`src/include/rtcie_pkg.sv`:
```
// Shared constants, types and helpers of the RTC interrupt-enable and
// clock-select block.
// Assumes a 50 MHz core clock and a 32.768 kHz subclock input.
package rtcie_pkg;

    // ----
    // Bus and register map
    // ----
    localparam int AVS_AW = 6;
    localparam logic [5:0] OFS_IRQ_EN = 6'h00;
    localparam logic [5:0] OFS_CLK_SRC = 6'h04;
    localparam logic [5:0] OFS_CTRL1 = 6'h08;
    localparam logic [5:0] OFS_FLAG = 6'h0c;
    localparam logic [5:0] OFS_SECONDS = 6'h10;
    localparam logic [5:0] OFS_PORT_MODE = 6'h14;
    localparam logic [5:0] OFS_IRQ_STATUS = 6'h18;
    localparam logic [5:0] OFS_IRQ_CLEAR = 6'h1c;

    // ----
    // Field positions and reset values
    // ----
    localparam int CTRL_RUN_BIT = 7;
    localparam int CTRL_SRST_BIT = 4;
    localparam int PMR_CLKOUT_BIT = 0;
    localparam logic [7:0] CSR_RESET = 8'h08;
    localparam logic [7:0] IRQ_EN_RESET = 8'h00;
    localparam logic [3:0] SRC_FRC_SYS8 = 4'h0;
    localparam logic [3:0] SRC_RTC_SUB4 = 4'h8;
    localparam int FRC_BASE_SHIFT = 3;
    localparam int OUT_DIV4_BIT = 1;

    // ----
    // Timing counts
    // ----
    localparam int CLK_HZ = 50000000;
    localparam int SUB_HZ = 32768;
    localparam int SUB_PRESCALE = 4;
    localparam int TICK_HZ = SUB_HZ / SUB_PRESCALE;
    localparam int RTC_QSEC_TICKS = TICK_HZ / 4;
    localparam int SYS_DIV_W = 10;
    localparam logic [5:0] SEC_MAX = 6'h3b;
    localparam logic [5:0] MIN_MAX = 6'h3b;
    localparam logic [4:0] HOUR_MAX = 5'h17;
    localparam logic [2:0] DOW_MAX = 3'h6;

    // ----
    // Types
    // ----
    typedef enum logic [2:0] {
        PM_ACTIVE, PM_SLEEP, PM_SUBACTIVE, PM_SUBSLEEP, PM_WATCH, PM_STANDBY
    } rtcie_pwr_mode_t;

    // Bit order matches the enable and flag registers, bit 7 first.
    typedef struct packed {
        logic ovf;
        logic week;
        logic day;
        logic hour;
        logic minute;
        logic second;
        logic half;
        logic quarter;
    } rtcie_events_t;

    typedef struct packed {
        logic rsvd;
        logic [2:0] out_sel;
        logic [3:0] src;
    } rtcie_csr_t;

    // ----
    // Helpers
    // ----
    // Codes 1001 to 1111 are refused as count clock selections.
    function automatic logic src_prohibited(input logic [3:0] code);
        src_prohibited = code[3] && (code[2:0] != 3'h0);
    endfunction

    // Divided system clocks run only while the core clock runs.
    function automatic logic pwr_sys_ok(input rtcie_pwr_mode_t m);
        pwr_sys_ok = (m == PM_ACTIVE) || (m == PM_SLEEP);
    endfunction

    function automatic logic pwr_sub_ok(input rtcie_pwr_mode_t m);
        pwr_sub_ok = (m != PM_STANDBY);
    endfunction

endpackage

```
`src/rtcie_clkdiv.sv`:
```
// System clock prescaler, subclock divide-by-four tick and clock output.
// Assumes the subclock input is synchronous to the core clock.
`timescale 1ns/1ns
module rtcie_clkdiv
    import rtcie_pkg::*;
#(
    parameter int DIV_W = SYS_DIV_W
)
(
    input wire logic clk,
    input wire logic nrst,
    input wire logic sub_in,
    input wire logic out_on,
    input wire logic [2:0] out_sel,
    input wire rtcie_pwr_mode_t pwr_mode,
    output logic [DIV_W-1:0] div_cnt,
    output logic sub_tick,
    output logic clk_out
);

    // The divide-by-32 output needs five prescaler bits.
    if (DIV_W < 5)
    begin : g_bad_width
        $error("rtcie_clkdiv: DIV_W must be at least 5");
    end

    logic sub_q;
    logic [1:0] sub_pre_q;
    logic sub_rise;
    int unsigned sys_idx;

    // Free-running prescaler of the core clock.
    always_ff @(posedge clk or negedge nrst)
    begin
        if (!nrst)
            div_cnt <= '0;
        else
            div_cnt <= div_cnt + 1'b1;
    end

    // Every fourth subclock rising edge gives one count tick.
    assign sub_rise = sub_in && !sub_q;
    always_ff @(posedge clk or negedge nrst)
    begin
        if (!nrst)
        begin
            sub_q <= 1'b0;
            sub_pre_q <= 2'h0;
            sub_tick <= 1'b0;
        end
        else
        begin
            sub_q <= sub_in;
            sub_tick <= sub_rise && (sub_pre_q == 2'(SUB_PRESCALE - 1));
            if (sub_rise)
                sub_pre_q <= sub_pre_q + 2'h1;
        end
    end

    // Codes 000, 010, 100, 110 pick /4, /8, /16, /32; xx1 the subclock.
    assign sys_idx = int'(out_sel[2:1]) + OUT_DIV4_BIT;

    // Output is held low in power modes where its source is stopped.
    always_ff @(posedge clk or negedge nrst)
    begin
        if (!nrst)
            clk_out <= 1'b0;
        else if (!out_on)
            clk_out <= 1'b0;
        else if (out_sel[0])
            clk_out <= sub_q && pwr_sub_ok(pwr_mode);
        else
            clk_out <= div_cnt[sys_idx] && pwr_sys_ok(pwr_mode);
    end
endmodule

```
`src/rtcie_timekeep.sv`:
```
// Timekeeping counters, periodic events and the 8-bit free-running
// counter. Assumes one-cycle tick pulses from the prescaler.
`timescale 1ns/1ns
module rtcie_timekeep
    import rtcie_pkg::*;
#(
    parameter int QSEC_TICKS = RTC_QSEC_TICKS
)
(
    input wire logic clk,
    input wire logic nrst,
    input wire logic clr,
    input wire logic run,
    input wire logic rtc_mode,
    input wire logic sub_tick,
    input wire logic frc_tick,
    output rtcie_events_t events,
    output logic [7:0] seconds_val
);

    if (QSEC_TICKS < 2)
    begin : g_bad_ticks
        $error("rtcie_timekeep: QSEC_TICKS must be at least 2");
    end

    localparam int PRE_W = $clog2(QSEC_TICKS);

    logic [PRE_W-1:0] pre_q;
    logic [1:0] qtr_q;
    logic [5:0] sec_q;
    logic [5:0] min_q;
    logic [4:0] hr_q;
    logic [2:0] dow_q;
    logic [7:0] frc_q;
    logic cnt_en, qtr_w, sec_w, min_w, hr_w, day_w, frc_inc;

    // Timekeeping runs only on the subclock/4 selection.
    assign cnt_en = run && rtc_mode && sub_tick;
    assign qtr_w = cnt_en && (pre_q == PRE_W'(QSEC_TICKS - 1));
    assign sec_w = qtr_w && (qtr_q == 2'h3);
    assign min_w = sec_w && (sec_q == SEC_MAX);
    assign hr_w = min_w && (min_q == MIN_MAX);
    assign day_w = hr_w && (hr_q == HOUR_MAX);
    assign frc_inc = run && !rtc_mode && frc_tick;

    // Calendar chain, binary coded, cleared by the soft reset.
    always_ff @(posedge clk or negedge nrst)
    begin
        if (!nrst)
        begin
            pre_q <= '0;
            qtr_q <= 2'h0;
            sec_q <= 6'h00;
            min_q <= 6'h00;
            hr_q <= 5'h00;
            dow_q <= 3'h0;
        end
        else if (clr)
        begin
            pre_q <= '0;
            qtr_q <= 2'h0;
            sec_q <= 6'h00;
            min_q <= 6'h00;
            hr_q <= 5'h00;
            dow_q <= 3'h0;
        end
        else if (cnt_en)
        begin
            pre_q <= qtr_w ? '0 : pre_q + 1'b1;
            if (qtr_w)
                qtr_q <= qtr_q + 2'h1;
            if (sec_w)
                sec_q <= min_w ? 6'h00 : sec_q + 6'h01;
            if (min_w)
                min_q <= hr_w ? 6'h00 : min_q + 6'h01;
            if (hr_w)
                hr_q <= day_w ? 5'h00 : hr_q + 5'h01;
            if (day_w)
                dow_q <= (dow_q == DOW_MAX) ? 3'h0 : dow_q + 3'h1;
        end
    end

    // Free-running counter wraps from ff to 00.
    always_ff @(posedge clk or negedge nrst)
    begin
        if (!nrst)
            frc_q <= 8'h00;
        else if (clr)
            frc_q <= 8'h00;
        else if (frc_inc)
            frc_q <= frc_q + 8'h01;
    end

    // Events are one-cycle pulses, registered to keep the fan-out clean.
    always_ff @(posedge clk or negedge nrst)
    begin
        if (!nrst)
            events <= '0;
        else
        begin
            events.ovf <= frc_inc && (frc_q == 8'hff) && !clr;
            events.week <= day_w && (dow_q == DOW_MAX) && !clr;
            events.day <= day_w && !clr;
            events.hour <= hr_w && !clr;
            events.minute <= min_w && !clr;
            events.second <= sec_w && !clr;
            events.half <= qtr_w && qtr_q[0] && !clr;
            events.quarter <= qtr_w && !clr;
        end
    end

    // Seconds register shows the counter value in free-running mode.
    always_ff @(posedge clk or negedge nrst)
    begin
        if (!nrst)
            seconds_val <= 8'h00;
        else
            seconds_val <= rtc_mode ? {2'h0, sec_q} : frc_q;
    end
endmodule

```
`src/rtcie_top.sv`:
```
// Top of the RTC interrupt-enable and clock-select block: Avalon-MM
// register slave, interrupt flags and the clock source decode.
// Assumes an Avalon-MM master on CORE_CLK and a synchronous subclock.
`timescale 1ns/1ns
module rtcie_top
    import rtcie_pkg::*;
#(
    parameter int QSEC_TICKS = RTC_QSEC_TICKS
)
(
    input wire logic CORE_CLK,
    input wire logic NRST,
    input wire logic [AVS_AW-1:0] AVS_ADDRESS,
    input wire logic AVS_READ,
    input wire logic AVS_WRITE,
    input wire logic [31:0] AVS_WRITEDATA,
    input wire logic [3:0] AVS_BYTEENABLE,
    output logic [31:0] AVS_READDATA,
    output logic AVS_WAITREQUEST,
    input wire logic SUBCLK,
    input wire rtcie_pwr_mode_t POWER_MODE,
    output logic CLOCK_OUTPUT_PIN,
    output logic IRQ
);

    // ----
    // Register state
    // ----
    logic ack_q;
    logic [7:0] irq_en_q;
    rtcie_csr_t csr_q;
    logic run_q;
    logic srst_q;
    logic [7:0] flags_q;
    logic [7:0] flags_d;
    logic pmr_q;
    logic [31:0] rdata_q;
    logic irq_q;

    // ----
    // Internal wiring
    // ----
    logic wr_ok;
    logic rd_start;
    logic [7:0] wd;
    logic [7:0] flag_clr;
    logic [7:0] flag_set;
    logic rtc_mode;
    logic frc_tick;
    logic sub_tick;
    logic [SYS_DIV_W-1:0] div_cnt;
    logic [7:0] seconds_val;
    rtcie_events_t events;

    // ----
    // Avalon-MM handshake
    // ----
    // One wait state per access; the data for a read is latched in the
    // first cycle so the answer does not depend on a late mux.
    assign AVS_WAITREQUEST = (AVS_READ || AVS_WRITE) && !ack_q;
    assign wr_ok = AVS_WRITE && ack_q && AVS_BYTEENABLE[0];
    assign rd_start = AVS_READ && !ack_q;
    assign wd = AVS_WRITEDATA[7:0];

    always_ff @(posedge CORE_CLK or negedge NRST)
    begin
        if (!NRST)
            ack_q <= 1'b0;
        else
            ack_q <= (AVS_READ || AVS_WRITE) && !ack_q;
    end

    // Read mux; unmapped addresses and write-only registers read zero.
    always_ff @(posedge CORE_CLK or negedge NRST)
    begin
        if (!NRST)
            rdata_q <= 32'h00000000;
        else if (rd_start)
        begin
            case (AVS_ADDRESS)
                OFS_IRQ_EN: rdata_q <= {24'h000000, irq_en_q};
                OFS_CLK_SRC: rdata_q <= {24'h000000, 1'b0,
                                         csr_q[6:0]};
                OFS_CTRL1: rdata_q <= {24'h000000, run_q, 2'h0, srst_q,
                                       4'h0};
                OFS_FLAG: rdata_q <= {24'h000000, flags_q};
                OFS_SECONDS: rdata_q <= {24'h000000, seconds_val};
                OFS_PORT_MODE: rdata_q <= {31'h00000000, pmr_q};
                OFS_IRQ_STATUS: rdata_q <= {24'h000000, flags_q};
                default: rdata_q <= 32'h00000000;
            endcase
        end
    end
    assign AVS_READDATA = rdata_q;

    // ----
    // Control register one and port mode
    // ----
    // The soft reset bit itself is only changed by software writes.
    always_ff @(posedge CORE_CLK or negedge NRST)
    begin
        if (!NRST)
        begin
            run_q <= 1'b0;
            srst_q <= 1'b0;
        end
        else if (wr_ok && AVS_ADDRESS == OFS_CTRL1)
        begin
            run_q <= wd[CTRL_RUN_BIT] && !wd[CTRL_SRST_BIT];
            srst_q <= wd[CTRL_SRST_BIT];
        end
        else if (srst_q)
            run_q <= 1'b0;
    end

    always_ff @(posedge CORE_CLK or negedge NRST)
    begin
        if (!NRST)
            pmr_q <= 1'b0;
        else if (wr_ok && AVS_ADDRESS == OFS_PORT_MODE)
            pmr_q <= wd[PMR_CLKOUT_BIT];
    end

    // ----
    // Interrupt enable register
    // ----
    always_ff @(posedge CORE_CLK or negedge NRST)
    begin
        if (!NRST)
            irq_en_q <= IRQ_EN_RESET;
        else if (srst_q)
            irq_en_q <= IRQ_EN_RESET;
        else if (wr_ok && AVS_ADDRESS == OFS_IRQ_EN)
            irq_en_q <= wd;
    end

    // ----
    // Clock source select register
    // ----
    // Survives the soft reset. A prohibited source code is refused and
    // the old code kept, so the counter never sees an undefined clock.
    always_ff @(posedge CORE_CLK or negedge NRST)
    begin
        if (!NRST)
            csr_q <= rtcie_csr_t'(CSR_RESET);
        else if (wr_ok && AVS_ADDRESS == OFS_CLK_SRC)
        begin
            csr_q.rsvd <= 1'b0;
            csr_q.out_sel <= wd[6:4];
            if (!src_prohibited(wd[3:0]))
                csr_q.src <= wd[3:0];
        end
    end

    // Only 1000 keeps time; 0000 counts system clock/8 and 0001..0111
    // each halve that rate again, down to system clock/1024.
    assign rtc_mode = (csr_q.src == SRC_RTC_SUB4);
    assign frc_tick = &div_cnt[FRC_BASE_SHIFT +
                               int'(csr_q.src[2:0]) - 1 -: 1]
                      && &(div_cnt | ~(SYS_DIV_W'((1 << (FRC_BASE_SHIFT
                      + int'(csr_q.src[2:0]))) - 1)));

    // ----
    // Interrupt flags
    // ----
    // Software clears with a 0 in the flag register or a 1 in the clear
    // register; a new event in the same cycle wins over the clear.
    assign flag_set = events & irq_en_q;
    always_comb
    begin
        flag_clr = 8'h00;
        if (wr_ok && AVS_ADDRESS == OFS_FLAG)
            flag_clr = ~wd;
        else if (wr_ok && AVS_ADDRESS == OFS_IRQ_CLEAR)
            flag_clr = wd;
        flags_d = (flags_q & ~flag_clr) | flag_set;
    end

    always_ff @(posedge CORE_CLK or negedge NRST)
    begin
        if (!NRST)
            flags_q <= 8'h00;
        else if (srst_q)
            flags_q <= 8'h00;
        else
            flags_q <= flags_d;
    end

    // Level interrupt, high while an enabled flag is set.
    always_ff @(posedge CORE_CLK or negedge NRST)
    begin
        if (!NRST)
            irq_q <= 1'b0;
        else
            irq_q <= |(flags_q & irq_en_q);
    end
    assign IRQ = irq_q;

    // ----
    // Submodules
    // ----
    rtcie_clkdiv #(
        .DIV_W(SYS_DIV_W)
    ) u_clkdiv (
        .clk(CORE_CLK),
        .nrst(NRST),
        .sub_in(SUBCLK),
        .out_on(pmr_q),
        .out_sel(csr_q.out_sel),
        .pwr_mode(POWER_MODE),
        .div_cnt(div_cnt),
        .sub_tick(sub_tick),
        .clk_out(CLOCK_OUTPUT_PIN)
    );

    rtcie_timekeep #(
        .QSEC_TICKS(QSEC_TICKS)
    ) u_timekeep (
        .clk(CORE_CLK),
        .nrst(NRST),
        .clr(srst_q),
        .run(run_q),
        .rtc_mode(rtc_mode),
        .sub_tick(sub_tick),
        .frc_tick(frc_tick),
        .events(events),
        .seconds_val(seconds_val)
    );
endmodule

```
`config.mk`:
```
export PLATFORM = sky130hd
export DESIGN_NAME = rtcie_top
export DESIGN_NICKNAME = d
export VERILOG_FILES = /design/src/include/rtcie_pkg.sv /design/src/rtcie_clkdiv.sv /design/src/rtcie_timekeep.sv /design/src/rtcie_top.sv
export SDC_FILE = /design/constraint.sdc
export NUM_CORES = 1
export LEC_CHECK = 0
export BUFFER_PORTS_ARGS = -buffer_cell sky130_fd_sc_hd__buf_2
export CORE_MARGIN = 3
export CORE_UTILIZATION = 35
export DETAILED_ROUTE_END_ITERATION = 7
export PLACE_DENSITY = 0.64
export SLEW_MARGIN = 20
export SYNTH_ARGS = -nofsm -noshare
export SYNTH_HDL_FRONTEND = slang
export SYNTH_HIERARCHICAL = 1
export SYNTH_SLANG_ARGS = --single-unit
```
`constraint.sdc`:
```
create_clock -name CORE_CLK -period 3.5 [get_ports CORE_CLK]
set_input_delay 1.05 -clock CORE_CLK [delete_from_list [all_inputs] [get_ports CORE_CLK]]
set_output_delay 1.05 -clock CORE_CLK [all_outputs]
set_load 0.02 [all_outputs]
```
# After elaboration in Yosys (flattened, before gate mapping)
# Index checks and enable logic that the tools add are counted.
totals:
  register_bits: 132
op_classes:
  add_sub_neg: 13
  magnitude_cmp: 1
  n_eq_ne: 18
  shifts: 2
  n_mux: 37
  n_bitwise: 9
  n_reduce_logical: 65
op_table:
  columns: ["op", "n"]
  rows:
  - ["$mux 8", 8]
  - ["$mux 6", 8]
  - ["$pmux 8 s6", 1]
  - ["$logic_and 1x1->1", 37]
  - ["$mux 11", 3]
  - ["$lt 32x5->1 const B", 1]
  - ["$shiftx 10x32->1", 1]
  - ["$sub 32x2->32 const B", 1]
  - ["$and 8x8->8", 3]
  - ["$eq 6x5->1 const B", 4]
  - ["$mux 5", 4]
  - ["$reduce_bool 2->1", 9]
  - ["$not 8->8", 2]
  - ["$add 6x1->6 const B", 2]
  - ["$eq 6x4->1 const B", 2]
  - ["$eq 6x6->1 const B", 2]
  - ["$mux 3", 4]
  - ["$reduce_and 2->1", 6]
  - ["$add 11x1->11 const B", 1]
  - ["$eq 11x11->1 const B", 1]
  - ["$add 10x1->10 const B", 1]
  - ["$not 10->10", 1]
  - ["$or 10x10->10", 1]
  - ["$reduce_and 10->1", 1]
  - ["28 further kinds", 41]

# Depth between registers and ports, before layout
# Gate-level depths: netlist (run 1).
depth:
  depth_word: 12
  mapped_depth: 20
  ltp_nobuf: 17

# Hierarchy
# The synthesis (run 1) kept the hierarchy.
modules_own_cells:
  columns: ["module", "instances", "cells_per_inst", "area_per_inst_um2", "seq_area_each_um2"]
  rows:
  - ["rtcie_timekeep", 1, 271, 2750.1, 1426.4]
  - ["rtcie_top", 1, 293, 2663.8, 902.1]
  - ["rtcie_clkdiv", 1, 53, 688.2, 375.4]

# Worst setup path before layout (run 1)
# OpenSTA, ideal clock, no wires.
synth_timing:
  kind: "register to register"
  startpoint: "reg csr_q[0] (netlist name)"
  endpoint: "reg u_timekeep.frc_q[5]"
  setup_time_ns: 0.078
  t_arrival_ns: 3.526
  t_required_ns: 3.422
  slack_ns: -0.104
  path_stages_with_launch: 20
  path_buffers: 3
  period_less_slack_ns: 3.604
  path_cell_list: "dfrtp_1 -> buf_2 -> inv_1 -> ha_1 -> buf_2 -> nor2b_1 -> a21o_1 -> nand2_1 -> ha_1 -> inv_1 -> o32a_1 -> o41ai_1 -> nor3_1 -> nand4_1 -> nor4_1 -> and3b_1 -> buf_1 -> nand4_1 -> or3_1 -> a21oi_1"
synth_via:
  elab_chain_cells: 9
  elab_cells_between_ends: 14
synth_rtl:
  columns: ["item", "line", "rtl"]
  rows:
  - ["start: declaration", "rtcie_top.sv:31", "rtcie_csr_t csr_q;"]
  - ["start signal: assignment", "rtcie_top.sv:145", "csr_q <= rtcie_csr_t'(CSR_RESET);"]
  - ["$add 2x3->4 *", "rtcie_top.sv:158, rtcie_top.sv:161", null]
  - ["branches (longest 5 deep; another with $sub 32x2->32)", null, null]
  - ["$logic_and 1x1->1 *", "rtcie_top.sv:160", "&& &(div_cnt | ~(SYS_DIV_W'((1 << (FRC_BASE_SHIFT"]
  - ["via frc_tick", "rtcie_top.sv:49", "logic frc_tick;"]
  - ["$logic_and 1x1->1 *", "rtcie_timekeep.sv:44", "assign frc_inc = run && !rtc_mode && frc_tick;"]
  - ["$reduce_bool 2->1 (no source line) *", null, null]
  - ["end signal: assignment", "rtcie_timekeep.sv:91", "frc_q <= frc_q + 8'h01;"]
  - ["end: declaration", "rtcie_timekeep.sv:34", "logic [7:0] frc_q;"]
# Mark *: on every way through the listed nets, which the timed path passes.
# A chain may end at the register's enable or synchronous reset.

# Final worst setup path (run 1)
layout_timing:
  startpoint: "reg csr_q[1] (netlist name)"
  endpoint: "reg u_timekeep.frc_q[7]"
# Same word-level chain as after synthesis.

==> flow_metrics.env, run 1 <==
export IMPL_routed_via_density=5.22
export IMPL_grt_max_degree=50
export IMPL_clkTransAtPathRegs_ps=80
export IMPL_worstSetupStartpointType="flip-flop"
export IMPL_route_detailed_drc=0
export IMPL_cp_data_required_time_ps=3770
export IMPL_netlist_instances=617
export IMPL_synth_ff_type="dfrtp_1"
export IMPL_grt_pass1_vias=4181
export IMPL_p_leak_nw=3.11
export IMPL_antenna_found_initial=0
export IMPL_routedWlPerCell_um=15.3
export IMPL_post_route_util_pct=40.4
export IMPL_tightest_slew_ps=694
export IMPL_core_area_um2=16800
export IMPL_portBuffers=33
export IMPL_antenna_cells=0
export IMPL_ant_nets=0
export IMPL_netlist_area_um2=6100
export IMPL_drtIter0Drc=357
export IMPL_die_h_um=138
export IMPL_insertion_delay_ps=350
export IMPL_fmax_mhz=314
export IMPL_min_period_over_period_pct=91.1
export IMPL_start_util_pct=36.3
export IMPL_yosysWarnings=6
export IMPL_finalPower_mw=2.66
export IMPL_grt_pass1_wl_um=22100
export IMPL_cts_root_buffer="clkbuf_16"
export IMPL_ys_seq_area_share_pct=44.3
export IMPL_layout_drive_gt1_share_pct=17.5
export IMPL_cts_max_level=3
export IMPL_rsz0062_at_grt="no"
export IMPL_crit_fanout=5
export IMPL_avgSynthCellArea_um2=9.89
export IMPL_place_ws_ps=99.8
export IMPL_max_slew_margin_pct=53.5
export IMPL_io_pins=85
export IMPL_slew_viol_final=0
export IMPL_layout_common_cells="106 x dfrtp_1, 63 x nor2_1, 53 x nand2_1"
export IMPL_numCtsBuffers=9
export IMPL_cp_end_kind="flip-flop"
export IMPL_finalWorstSetupSlack_ps=313
export IMPL_die_w_um=138
export IMPL_vias=4597
export IMPL_ys_ff_latch=108
export IMPL_worstSetupPathType="reg2reg"
export IMPL_nets=722
export IMPL_synth_async_sr_flop_share_pct=100
export IMPL_dpl_hpwl_um=9570
export IMPL_gr_total_overflow=0
export IMPL_clock_sinks=108
export IMPL_drt_wl_total_um=13400
export IMPL_synthToLayoutAreaGrowth_pct=11.2
export IMPL_status="finished clean"
export IMPL_gp_congestion=0.889
export IMPL_yosysUniqueCellTypes=71
export IMPL_grt_usage_pct=13.9
export IMPL_finalSetupTns_ps=0
export IMPL_maxCapViolCount=0
export IMPL_layout_min_cycle_time_ps=3190
export IMPL_fin_worst_skew_ps=10.4
export IMPL_setup_violations=0
export IMPL_die_area_um2=19100
export IMPL_synth_edf_count=0
export IMPL_peakVddDrop_mv=0.214
export IMPL_cts_tree="built"
export IMPL_clk_path_buf_depth=2
export IMPL_cp_arrival_ps=3460
export IMPL_final_hold_viol_count=0
export IMPL_dr_pass1_iters=5
export IMPL_hp_class="reg2reg"
export IMPL_rows=47
export IMPL_powerDensity_nw_per_um2=391
export IMPL_final_common_cell="dfrtp_1"
==> timing repair <==
action,CTS,global route
hold buffers,0,0
endpoints found under the setup margin,0,3
hold endpoints to repair,0,0
buffers inserted,0,1
resized for setup,0,8
==> final timing paths <==
check / startpoint / end / slack (ps) / cells after the start
setup / recovery: csr_q[1]$_DFFE_PN0P_ / u_timekeep/frc_q[7]$_DFFE_PN0P_ / 310 / 16
hold / removal: ack_q$_DFF_PN0_ / ack_q$_DFF_PN0_ / 440 / 1
setup reg to reg: csr_q[1]$_DFFE_PN0P_ / u_timekeep/frc_q[7]$_DFFE_PN0P_ / 310 / 16
hold reg to reg: ack_q$_DFF_PN0_ / ack_q$_DFF_PN0_ / 440 / 1
max in group asynchronous: NRST / AVS_READDATA[1]$_DFFE_PN0P_ / 2040 / 2
min in group asynchronous: NRST / u_timekeep/sec_q[4]$_DFFE_PN0P_ / 720 / 1
==> area by class of cell <==
type	count	area [um2]
clock buffers	10	239
clock inverters	6	45.0
fillers	1683	10000
inverters	7	26.3
multi-input cells	480	3200
flip-flops and latches	108	2710
well taps	220	275
repair buffers	50	295
==> power breakdown <==
group | switching [mW] | internal, mW
Combinational | 0.183 | 0.116
Sequential | 0.0643 | 1.31
Clock | 0.470 | 0.507
Total | 0.717 | 1.94
==> cell families (layout without fill, tap and decap cells) <==
kind of cell	after synthesis	count (layout)	synth area share, %
AOI/OAI and AO/OA	127	127	13.3
xor gates and xnor gates	33	33	4.98
adders and majority gates	16	16	3.28
buffers and inverters	52	73	5.04
DFF	108	108	44.3
muxes	40	40	7.12
other	1	24	0.0615
and+or+nand+nor	240	240	21.9
==> synth_stat cells (3+ instances only) <==
cell	instances	area share (%)
dfrtp_1	107	44
nor2_1	63	3.9
nand2_1	53	3.3
a21oi_1	43	3.5
o21ai_0	31	2.5
mux2i_1	25	4.1
buf_4	24	3.0
nand3_1	19	1.6
xor2_1	18	2.6
ha_1	16	3.3
a22oi_1	15	1.8
mux2_2	14	2.6
nand4_1	13	1.3
xnor2_1	13	1.9
and3_1	11	1.1
clkbuf_1	11	0.68
nor2b_1	11	1.1
nor3_1	10	0.82
or3_1	10	1.0
a22o_1	8	1.1
inv_1	7	0.43
buf_2	5	0.41
nand3b_1	5	0.62
a21o_1	4	0.49
and2_1	4	0.41
buf_1	4	0.25
nand2b_1	4	0.41
a31oi_1	3	0.31
nand4b_1	3	0.43
nor3b_1	3	0.37
nor4_1	3	0.31
nor4_4	3	1.0
o21a_1	3	0.37
or2_2	3	0.31
==> worst max-delay path, stage by stage, from the launching register on <==
cell,delay [ps]
dfrtp_1,360
inv_2,80
ha_4,170
nor2b_2,150
a21o_1,200
nand2_1,70
ha_1,220
inv_2,90
o32a_1,160
o41ai_1,70
nor3_1,140
nand4_1,130
nor4_2,270
and3b_2,250
nand4_1,190
or3_1,410
a21oi_1,150
==> layer usage <==
layer	routed length (um)	vias up	global-route usage (%)	share of wire (%)
met5	0	-	0	0
met4	266	0	4.63	2.0
met3	520	19	2.94	3.9
met2	6210	97	21.7	46
met1	6450	2218	19.4	48
li1	-	2263	-	-
==> sequential cells by signal (all words and copies together), names as in the netlist, 8 cells and up <==
register and flops:
u_timekeep/pre_q 11, u_clkdiv/div_cnt 10, AVS_READDATA 8, flags_q 8
irq_en_q 8, u_timekeep/events 8, u_timekeep/frc_q 8, u_timekeep/seconds_val 8
==> through the flow <==
step | hold WS [ps] | area (um2) | std cells
after global routing | 476 | 6790 | 881
after global placement | 437 | 6470 | 864
after CTS | 449 | 6760 | 880
after detailed placement | 442 | 6470 | 864
after floorplan | 440 | 6190 | 640
final | 444 | 6790 | 881
(Power assumes the default switching activity.)
==> run 2, diff against run 1 <==
PLACE_DENSITY = 0.62   (was 0.64)
clock period = 4.1 ns   (was 3.5 ns; I/O delays follow)
==> run 2 against run 1 <==
Net effect: power down 14%; final cell count down 1.1%; clock power down 12%; first-iteration DRC count up 0.56%; core utilization down 0.43 points; global-route usage up 0.64 points; worst hold slack better by 34 ps; flip-flop and latch count unchanged; wire length up 3.6%; combinational power down 18%; die area unchanged; sequential power down 14%; critical endpoint is now u_timekeep/frc_q[5]$_DFFE_PN0P_; highest routed layer unchanged.
==> flow_metrics.env, run 2 (synthesis gave the netlist of run 1 again) <==
export IMPL_clock_sinks=108
export IMPL_rr_endpoint="u_timekeep/frc_q[5]$_DFFE_PN0P_"
export IMPL_clkTransAtPathRegs_ps=70
export IMPL_cp_arrival_ps=4030
export IMPL_die_w_um=138
export IMPL_dr_pass1_iters=5
export IMPL_p_leak_nw=3.06
export IMPL_reg2reg_from="csr_q[1]$_DFFE_PN0P_"
export IMPL_place_ws_ps=241
export IMPL_slew_viol_final=0
export IMPL_wl_met1_um=6360
export IMPL_dpl_hpwl_um=9950
export IMPL_cts_max_level=3
export IMPL_die_h_um=138
export IMPL_cts_root_buffer="clkbuf_16"
export IMPL_gp_congestion=0.852
export IMPL_largest_reg_flops=11
export IMPL_rsz0062_at_grt="no"
export IMPL_postCtsSetupBuffers=0
export IMPL_drtIter0Drc=359
export IMPL_worstSetupStartpointType="flip-flop"
export IMPL_power_switching_mw=0.645
export IMPL_post_route_util_pct=39.9
export IMPL_crit_fanout=9
export IMPL_routed_top_layer="met4"
export IMPL_p_int_mw=1.64
export IMPL_dp_cells=855
export IMPL_worstSetupPathType="reg2reg"
export IMPL_grt_pass1_wl_um=23200
export IMPL_p_sw_share_pct=28.2
export IMPL_routed_via_density=5.42
export IMPL_maxCapViolCount=0
export IMPL_die_area_um2=19100
export IMPL_post_cts_resized=0
export IMPL_min_period_over_period_pct=91.6
export IMPL_drt_wl_total_um=13900
export IMPL_peakVddDrop_mv=0.178
export IMPL_nets=712
export IMPL_slowest_stage="dfrtp_1"
export IMPL_antenna_found_initial=0
export IMPL_grt_pass1_vias=4585
export IMPL_vias=4724
export IMPL_insertion_delay_ps=360
export IMPL_cts_tree="built"
export IMPL_rows=47
export IMPL_tightest_slew_ps=987
export IMPL_final_hold_viol_count=0
export IMPL_numCtsBuffers=9
export IMPL_layout_drive_gt1_share_pct=15.4
export IMPL_cp_end_kind="flip-flop"
export IMPL_io_pins=85
export IMPL_synthToLayoutAreaGrowth_pct=10.0
export IMPL_final_common_cell="dfrtp_1"
export IMPL_route_detailed_drc=0
export IMPL_ant_nets=0
export IMPL_finalWorstSetupSlack_ps=344
export IMPL_layout_common_cells="106 x dfrtp_1, 63 x nor2_1, 53 x nand2_1"
export IMPL_fin_cells=871
export IMPL_powerDensity_nw_per_um2=341
export IMPL_routed_wl_met2_um=6580
export IMPL_reg2reg_slack_ps=340
export IMPL_postCtsHoldBufs=0
export IMPL_portBuffers=33
export IMPL_path_cells="inv_1 -> ha_2 -> nor2b_2 -> a21o_1 -> nand2_1 -> ha_1 -> inv_1 -> o32a_1 -> o41ai_1 -> nor3_1 -> nand4_1 -> nor4_1 -> and3b_1 -> nand4_1 -> or3_1 -> a21oi_1"
export IMPL_status="finished clean"
export IMPL_cp_startpoint="csr_q[1]$_DFFE_PN0P_"
export IMPL_layout_min_cycle_time_ps=3760
export IMPL_setup_violations=0
export IMPL_regMostFlops="u_timekeep/pre_q"
export IMPL_crit_end="u_timekeep/frc_q[5]$_DFFE_PN0P_"
export IMPL_grt_max_degree=61
export IMPL_fmax_mhz=266
export IMPL_clkPwrFrac_pct=37.7
export IMPL_fin_worst_skew_ps=12.2
export IMPL_met3_length_um=629
export IMPL_finalPower_mw=2.29
export IMPL_finalSetupTns_ps=0
export IMPL_core_area_um2=16800
export IMPL_hp_class="reg2reg"
export IMPL_pwr_share_seq_pct=51.6
export IMPL_antenna_cells=0
export IMPL_critPathMaxStageDelay_ps=390
export IMPL_gr_total_overflow=0
export IMPL_cp_data_required_time_ps=4380
export IMPL_grt_usage_pct=14.5
export IMPL_comb_power_share_pct=10.7
export IMPL_start_util_pct=36.3
export IMPL_max_slew_margin_pct=33.8
export IMPL_routedWlPerCell_um=16.0
export IMPL_r2r_cells=16
export IMPL_top_regs="u_timekeep/pre_q: 11 flops, u_clkdiv/div_cnt: 10 flops"
export IMPL_clk_path_buf_depth=2
-- run 2: worst max-delay path, delay by kind of cell (launching register included) --
family | cells | cell delay, ps
AOI/OAI and AO/OA | 4 | 570
DFF | 1 | 390
buffers and inverters | 2 | 270
and+or+nand+nor | 8 | 1880
adders and majority gates | 2 | 580
-- run 2: worst min path at each step --
| stage | from | slack (ps) | cells after the start | to |
|---|---|---|---|---|
| global placement | ack_q$_DFF_PN0_ | 430 | 1 | ack_q$_DFF_PN0_ |
| finish | ack_q$_DFF_PN0_ | 480 | 1 | ack_q$_DFF_PN0_ |
| floorplan | srst_q$_DFFE_PN0P_ | 440 | 1 | u_timekeep/events[5]$_DFF_PN0_ |
| CTS | u_clkdiv/sub_pre_q[0]$_DFFE_PN0P_ | 490 | 1 | u_clkdiv/sub_pre_q[0]$_DFFE_PN0P_ |
| global route | u_clkdiv/sub_pre_q[0]$_DFFE_PN0P_ | 500 | 1 | u_clkdiv/sub_pre_q[0]$_DFFE_PN0P_ |
| detailed placement | u_clkdiv/sub_pre_q[0]$_DFFE_PN0P_ | 480 | 1 | u_clkdiv/sub_pre_q[0]$_DFFE_PN0P_ |
-- run 2: final cells by class --
class                      instances  area, um2
sequential                       108       2710
fill                            1681      10100
timing repair buffer              40        233
inverter                           7       26.3
clock buffer                       9        225
multi-input combinational        480       3180
tap                              220        275
clock inverter                     7       68.8
-- run 2: power by group through the flow --
stage          Clock (mW)  Sequential, mW  Combinational [mW]
2_1_floorplan           0            1.18               0.188
3_3_place_gp            0            1.20               0.237
3_5_place_dp            0            1.20               0.246
4_1_cts             0.892            1.18               0.246
5_1_grt             0.934            1.19               0.274
6_report            0.862            1.18               0.246
-- run 2: per-stage QoR --
| step | hold slack [ps] | instance area, um2 |
|---|---|---|
| 3_3_place_gp | 432 | 6420 |
| 5_1_grt | 500 | 6720 |
| 3_5_place_dp | 476 | 6420 |
| 2_1_floorplan | 440 | 6190 |
| 6_report | 478 | 6720 |
| 4_1_cts | 486 | 6710 |
-- run 2: per-layer routing --
layer,GRT usage [%],up-vias
met3,2.45,20
met1,19.7,2322
li1,-,2238
met5,0,-
met2,23.2,144
met4,6.29,0
==> run 3, diff against run 2 <==
ABC_AREA = 1   (was default)
==> run 3 against run 2 <==
Net effect: die area grew 4.1%; core utilization grew 0.063 points; final cell count grew 21%; power shrank 2.4%; register-to-register slack gained 220 ps; global-route usage grew 0.46 points; clock skew grew 4.3 ps; critical path depth grew 7; clock-buffer cell count is the same; sequential power shrank 6%; maximum frequency grew 6.1%; combinational power shrank 10%.
==> flow_metrics.env, run 3 <==
export IMPL_status="finished clean"
export IMPL_ant_nets=0
export IMPL_gr_max_usage_layer="met2"
export IMPL_largest_reg_flops=11
export IMPL_register_area_um2=2700
export IMPL_netlist_instances=789
export IMPL_drtIter0Drc=378
export IMPL_grtUsageMet3_pct=3.80
export IMPL_gp_congestion=0.828
export IMPL_slew_viol_final=0
export IMPL_finalSetupTns_ps=0
export IMPL_slowest_stage="dfrtp_1"
export IMPL_multi_input_area_um2=3110
export IMPL_postCtsSetupBuffers=0
export IMPL_worstSetupPathType="reg2reg"
export IMPL_n_fill_cell=1785
export IMPL_path_delay_family="simple AND/OR/NAND/NOR gates"
export IMPL_layout_min_cycle_time_ps=3540
export IMPL_maxCapViolCount=0
export IMPL_die_h_um=141
export IMPL_layout_common_cells="192 x nand2_1, 107 x dfrtp_1, 92 x inv_1"
export IMPL_start_util_pct=36.3
export IMPL_grt_pass1_vias=4970
export IMPL_io_pins=85
export IMPL_portBuffers=33
export IMPL_ys_ff_latch=108
export IMPL_fmax_mhz=282
export IMPL_cts_tree="built"
export IMPL_nets=894
export IMPL_post_cts_resized=0
export IMPL_yosys_area_top_type_share_pct=42.1
export IMPL_top_regs="u_timekeep/pre_q: 11 flops, u_clkdiv/div_cnt: 10 flops"
export IMPL_core_area_um2=17500
export IMPL_clock_sinks=108
export IMPL_final_common_cell="nand2_1"
export IMPL_synth_area_leader_cell="dfrtp_1"
export IMPL_place_ws_ps=541
export IMPL_dr_pass1_iters=7
export IMPL_drt_wl_total_um=14400
export IMPL_clkTransAtPathRegs_ps=90
export IMPL_path_cells="inv_1 -> ha_1 -> inv_1 -> nand2_2 -> nand2_4 -> nor2_8 -> nand2_4 -> ha_1 -> nor2_1 -> nor2_1 -> nand2_1 -> nor2_1 -> nand3_1 -> nor2_1 -> nand3_1 -> nor2_1 -> nand2_1 -> nor2_2 -> nand3_1 -> nor2_1 -> nand2_1 -> o21ai_0 -> a21oi_1"
export IMPL_synth_most_common_cell="nand2_1"
export IMPL_cp_end_kind="flip-flop"
export IMPL_vias=5176
export IMPL_regMostFlops="u_timekeep/pre_q"
export IMPL_clkPwrFrac_pct=40.4
export IMPL_fin_worst_skew_ps=16.5
export IMPL_final_hold_viol_count=0
export IMPL_netlist_area_um2=6360
export IMPL_hp_class="reg2reg"
export IMPL_route_detailed_drc=0
export IMPL_synth_async_sr_flop_share_pct=100
export IMPL_gr_usage_met2_pct=23.6
export IMPL_pwr_share_seq_pct=49.7
export IMPL_min_period_over_period_pct=86.3
export IMPL_grt_usage_pct=15.0
export IMPL_peakVddDrop_mv=0.215
export IMPL_powerDensity_nw_per_um2=318
export IMPL_p_leak_nw=3.51
export IMPL_cp_arrival_ps=3800
export IMPL_cts_max_level=3
export IMPL_rsz0062_at_grt="no"
export IMPL_clk_path_buf_depth=2
export IMPL_critical_path_most_common_cell="nor2_1"
export IMPL_antenna_found_initial=0
export IMPL_die_w_um=141
export IMPL_avgSynthCellArea_um2=8.07
export IMPL_comb_power_share_pct=9.9
export IMPL_synth_area_leaders="dfrtp_1 42%, nand2_1 11%, inv_1 5.4%"
export IMPL_use_met1_pct=20.2
export IMPL_die_area_um2=19800
export IMPL_routed_via_density=4.89
export IMPL_tightest_slew_ps=844
export IMPL_yosysWarnings=6
export IMPL_cp_data_required_time_ps=4360
export IMPL_power_switching_mw=0.635
export IMPL_setup_violations=0
export IMPL_synthToLayoutAreaGrowth_pct=10.2
export IMPL_cts_root_buffer="clkbuf_16"
export IMPL_ys_seq_area_share_pct=42.5
export IMPL_finalWorstSetupSlack_ps=560
export IMPL_synth_ff_type="dfrtp_1"
export IMPL_crit_buf_inv=2
export IMPL_crit_fanout=9
export IMPL_gr_total_overflow=0
export IMPL_routedWlPerCell_um=13.6
export IMPL_grt_max_degree=67
export IMPL_postCtsHoldBufs=0
export IMPL_rows=48
export IMPL_synth_edf_count=0
export IMPL_yosysUniqueCellTypes=53
export IMPL_antenna_cells=0
export IMPL_insertion_delay_ps=370
export IMPL_layout_drive_gt1_share_pct=14.9
export IMPL_p_sw_share_pct=28.4
export IMPL_grt_pass1_wl_um=24300
export IMPL_worstSetupStartpointType="flip-flop"
export IMPL_dpl_hpwl_um=10700
export IMPL_max_slew_margin_pct=43.8
export IMPL_synth_top_cells_by_count="192 x nand2_1, 107 x dfrtp_1, 92 x inv_1"
export IMPL_numCtsBuffers=9
export IMPL_p_int_mw=1.60
export IMPL_critPathMaxStageDelay_ps=460
[run 3: changes by cell type after synthesis, sizes merged, moves of 13 or more]
cell,delta
inv,+94
nand3,+50
nand2,+156
o21ai,+22
a21oi,-15
and3,-13
mux2i,-25
[run 3: final cells by class]
class,instances,share of cell area [%]
clock buffer,9,3.21
clock inverter,7,1.27
inverter,101,5.44
multi-input combinational,568,44.4
sequential,108,38.6
tap,225,4.01
timing repair buffer,40,3.14
[run 3: final timing paths]
kind / from / cells after the start / to / slack [ps]
setup / recovery: csr_q[1]$_DFFE_PN0P_ / 23 / u_timekeep/frc_q[6]$_DFFE_PN0P_ / 560
hold reg to reg: u_clkdiv/div_cnt[9]$_DFF_PN0_ / 1 / u_clkdiv/div_cnt[9]$_DFF_PN0_ / 470
hold / removal: u_clkdiv/div_cnt[9]$_DFF_PN0_ / 1 / u_clkdiv/div_cnt[9]$_DFF_PN0_ / 470
max in group asynchronous: NRST / 2 / u_timekeep/pre_q[6]$_DFFE_PN0P_ / 2320
setup reg to reg: csr_q[1]$_DFFE_PN0P_ / 23 / u_timekeep/frc_q[6]$_DFFE_PN0P_ / 560
min in group asynchronous: NRST / 1 / u_timekeep/frc_q[3]$_DFFE_PN0P_ / 960
[run 3: through the flow]
step	instance area (um2)	instances	hold WS [ps]	utilization, %	power, mW
3_3_place_gp	6700	1042	463	38.2	1.35
2_1_floorplan	6450	812	445	-	1.30
6_report	7010	1058	473	40.0	2.23
4_1_cts	7010	1058	478	40.0	2.27
5_1_grt	7010	1058	494	40.0	2.34
3_5_place_dp	6700	1042	466	38.2	1.35
[run 3: metal layers]
metal / wire [um] / up-vias / part of all wire, %
met5: 0 / - / 0
met4: 322 / 0 / 2.2
met3: 615 / 22 / 4.3
met2: 6730 / 93 / 47
met1: 6690 / 2446 / 47
li1: - / 2615 / -
[run 3: kinds of logic after synthesis]
| group | count (synthesis) | share of synthesized area (%) |
|---|---|---|
| AO/OA/AOI/OAI | 113 | 10.9 |
| XOR/XNOR | 20 | 2.75 |
| multiplexers | 4 | 0.708 |
| flip-flops | 108 | 42.5 |
| buffers and inverters | 136 | 9.97 |
| adder cells (fa/ha/maj) | 16 | 3.15 |
| other | 1 | 0.0589 |
| AND/OR/NAND/NOR | 391 | 30.0 |
[run 3: power by group through the flow]
stage                     registers, mW  logic (mW)  clock network (mW)
after global routing               1.11       0.253               0.971
after global placement             1.13       0.218                   0
final                              1.11       0.221               0.903
after CTS                          1.11       0.223               0.939
after detailed placement           1.13       0.222                   0
after floorplan                    1.12       0.171                   0
[run 3: worst reg2reg max path: stages, from the launching register on]
cell     delay [ps]
dfrtp_1         460
inv_1           220
ha_1            250
inv_1           110
nand2_2         100
nand2_4         110
nor2_8          130
nand2_4          70
ha_1            300
nor2_1           40
nor2_1          100
nand2_1          50
nor2_1           90
nand3_1          70
nor2_1           90
nand3_1          70
nor2_1          260
nand2_1         120
nor2_2          190
nand3_1         150
nor2_1          150
nand2_1         100
o21ai_0         150
a21oi_1          50
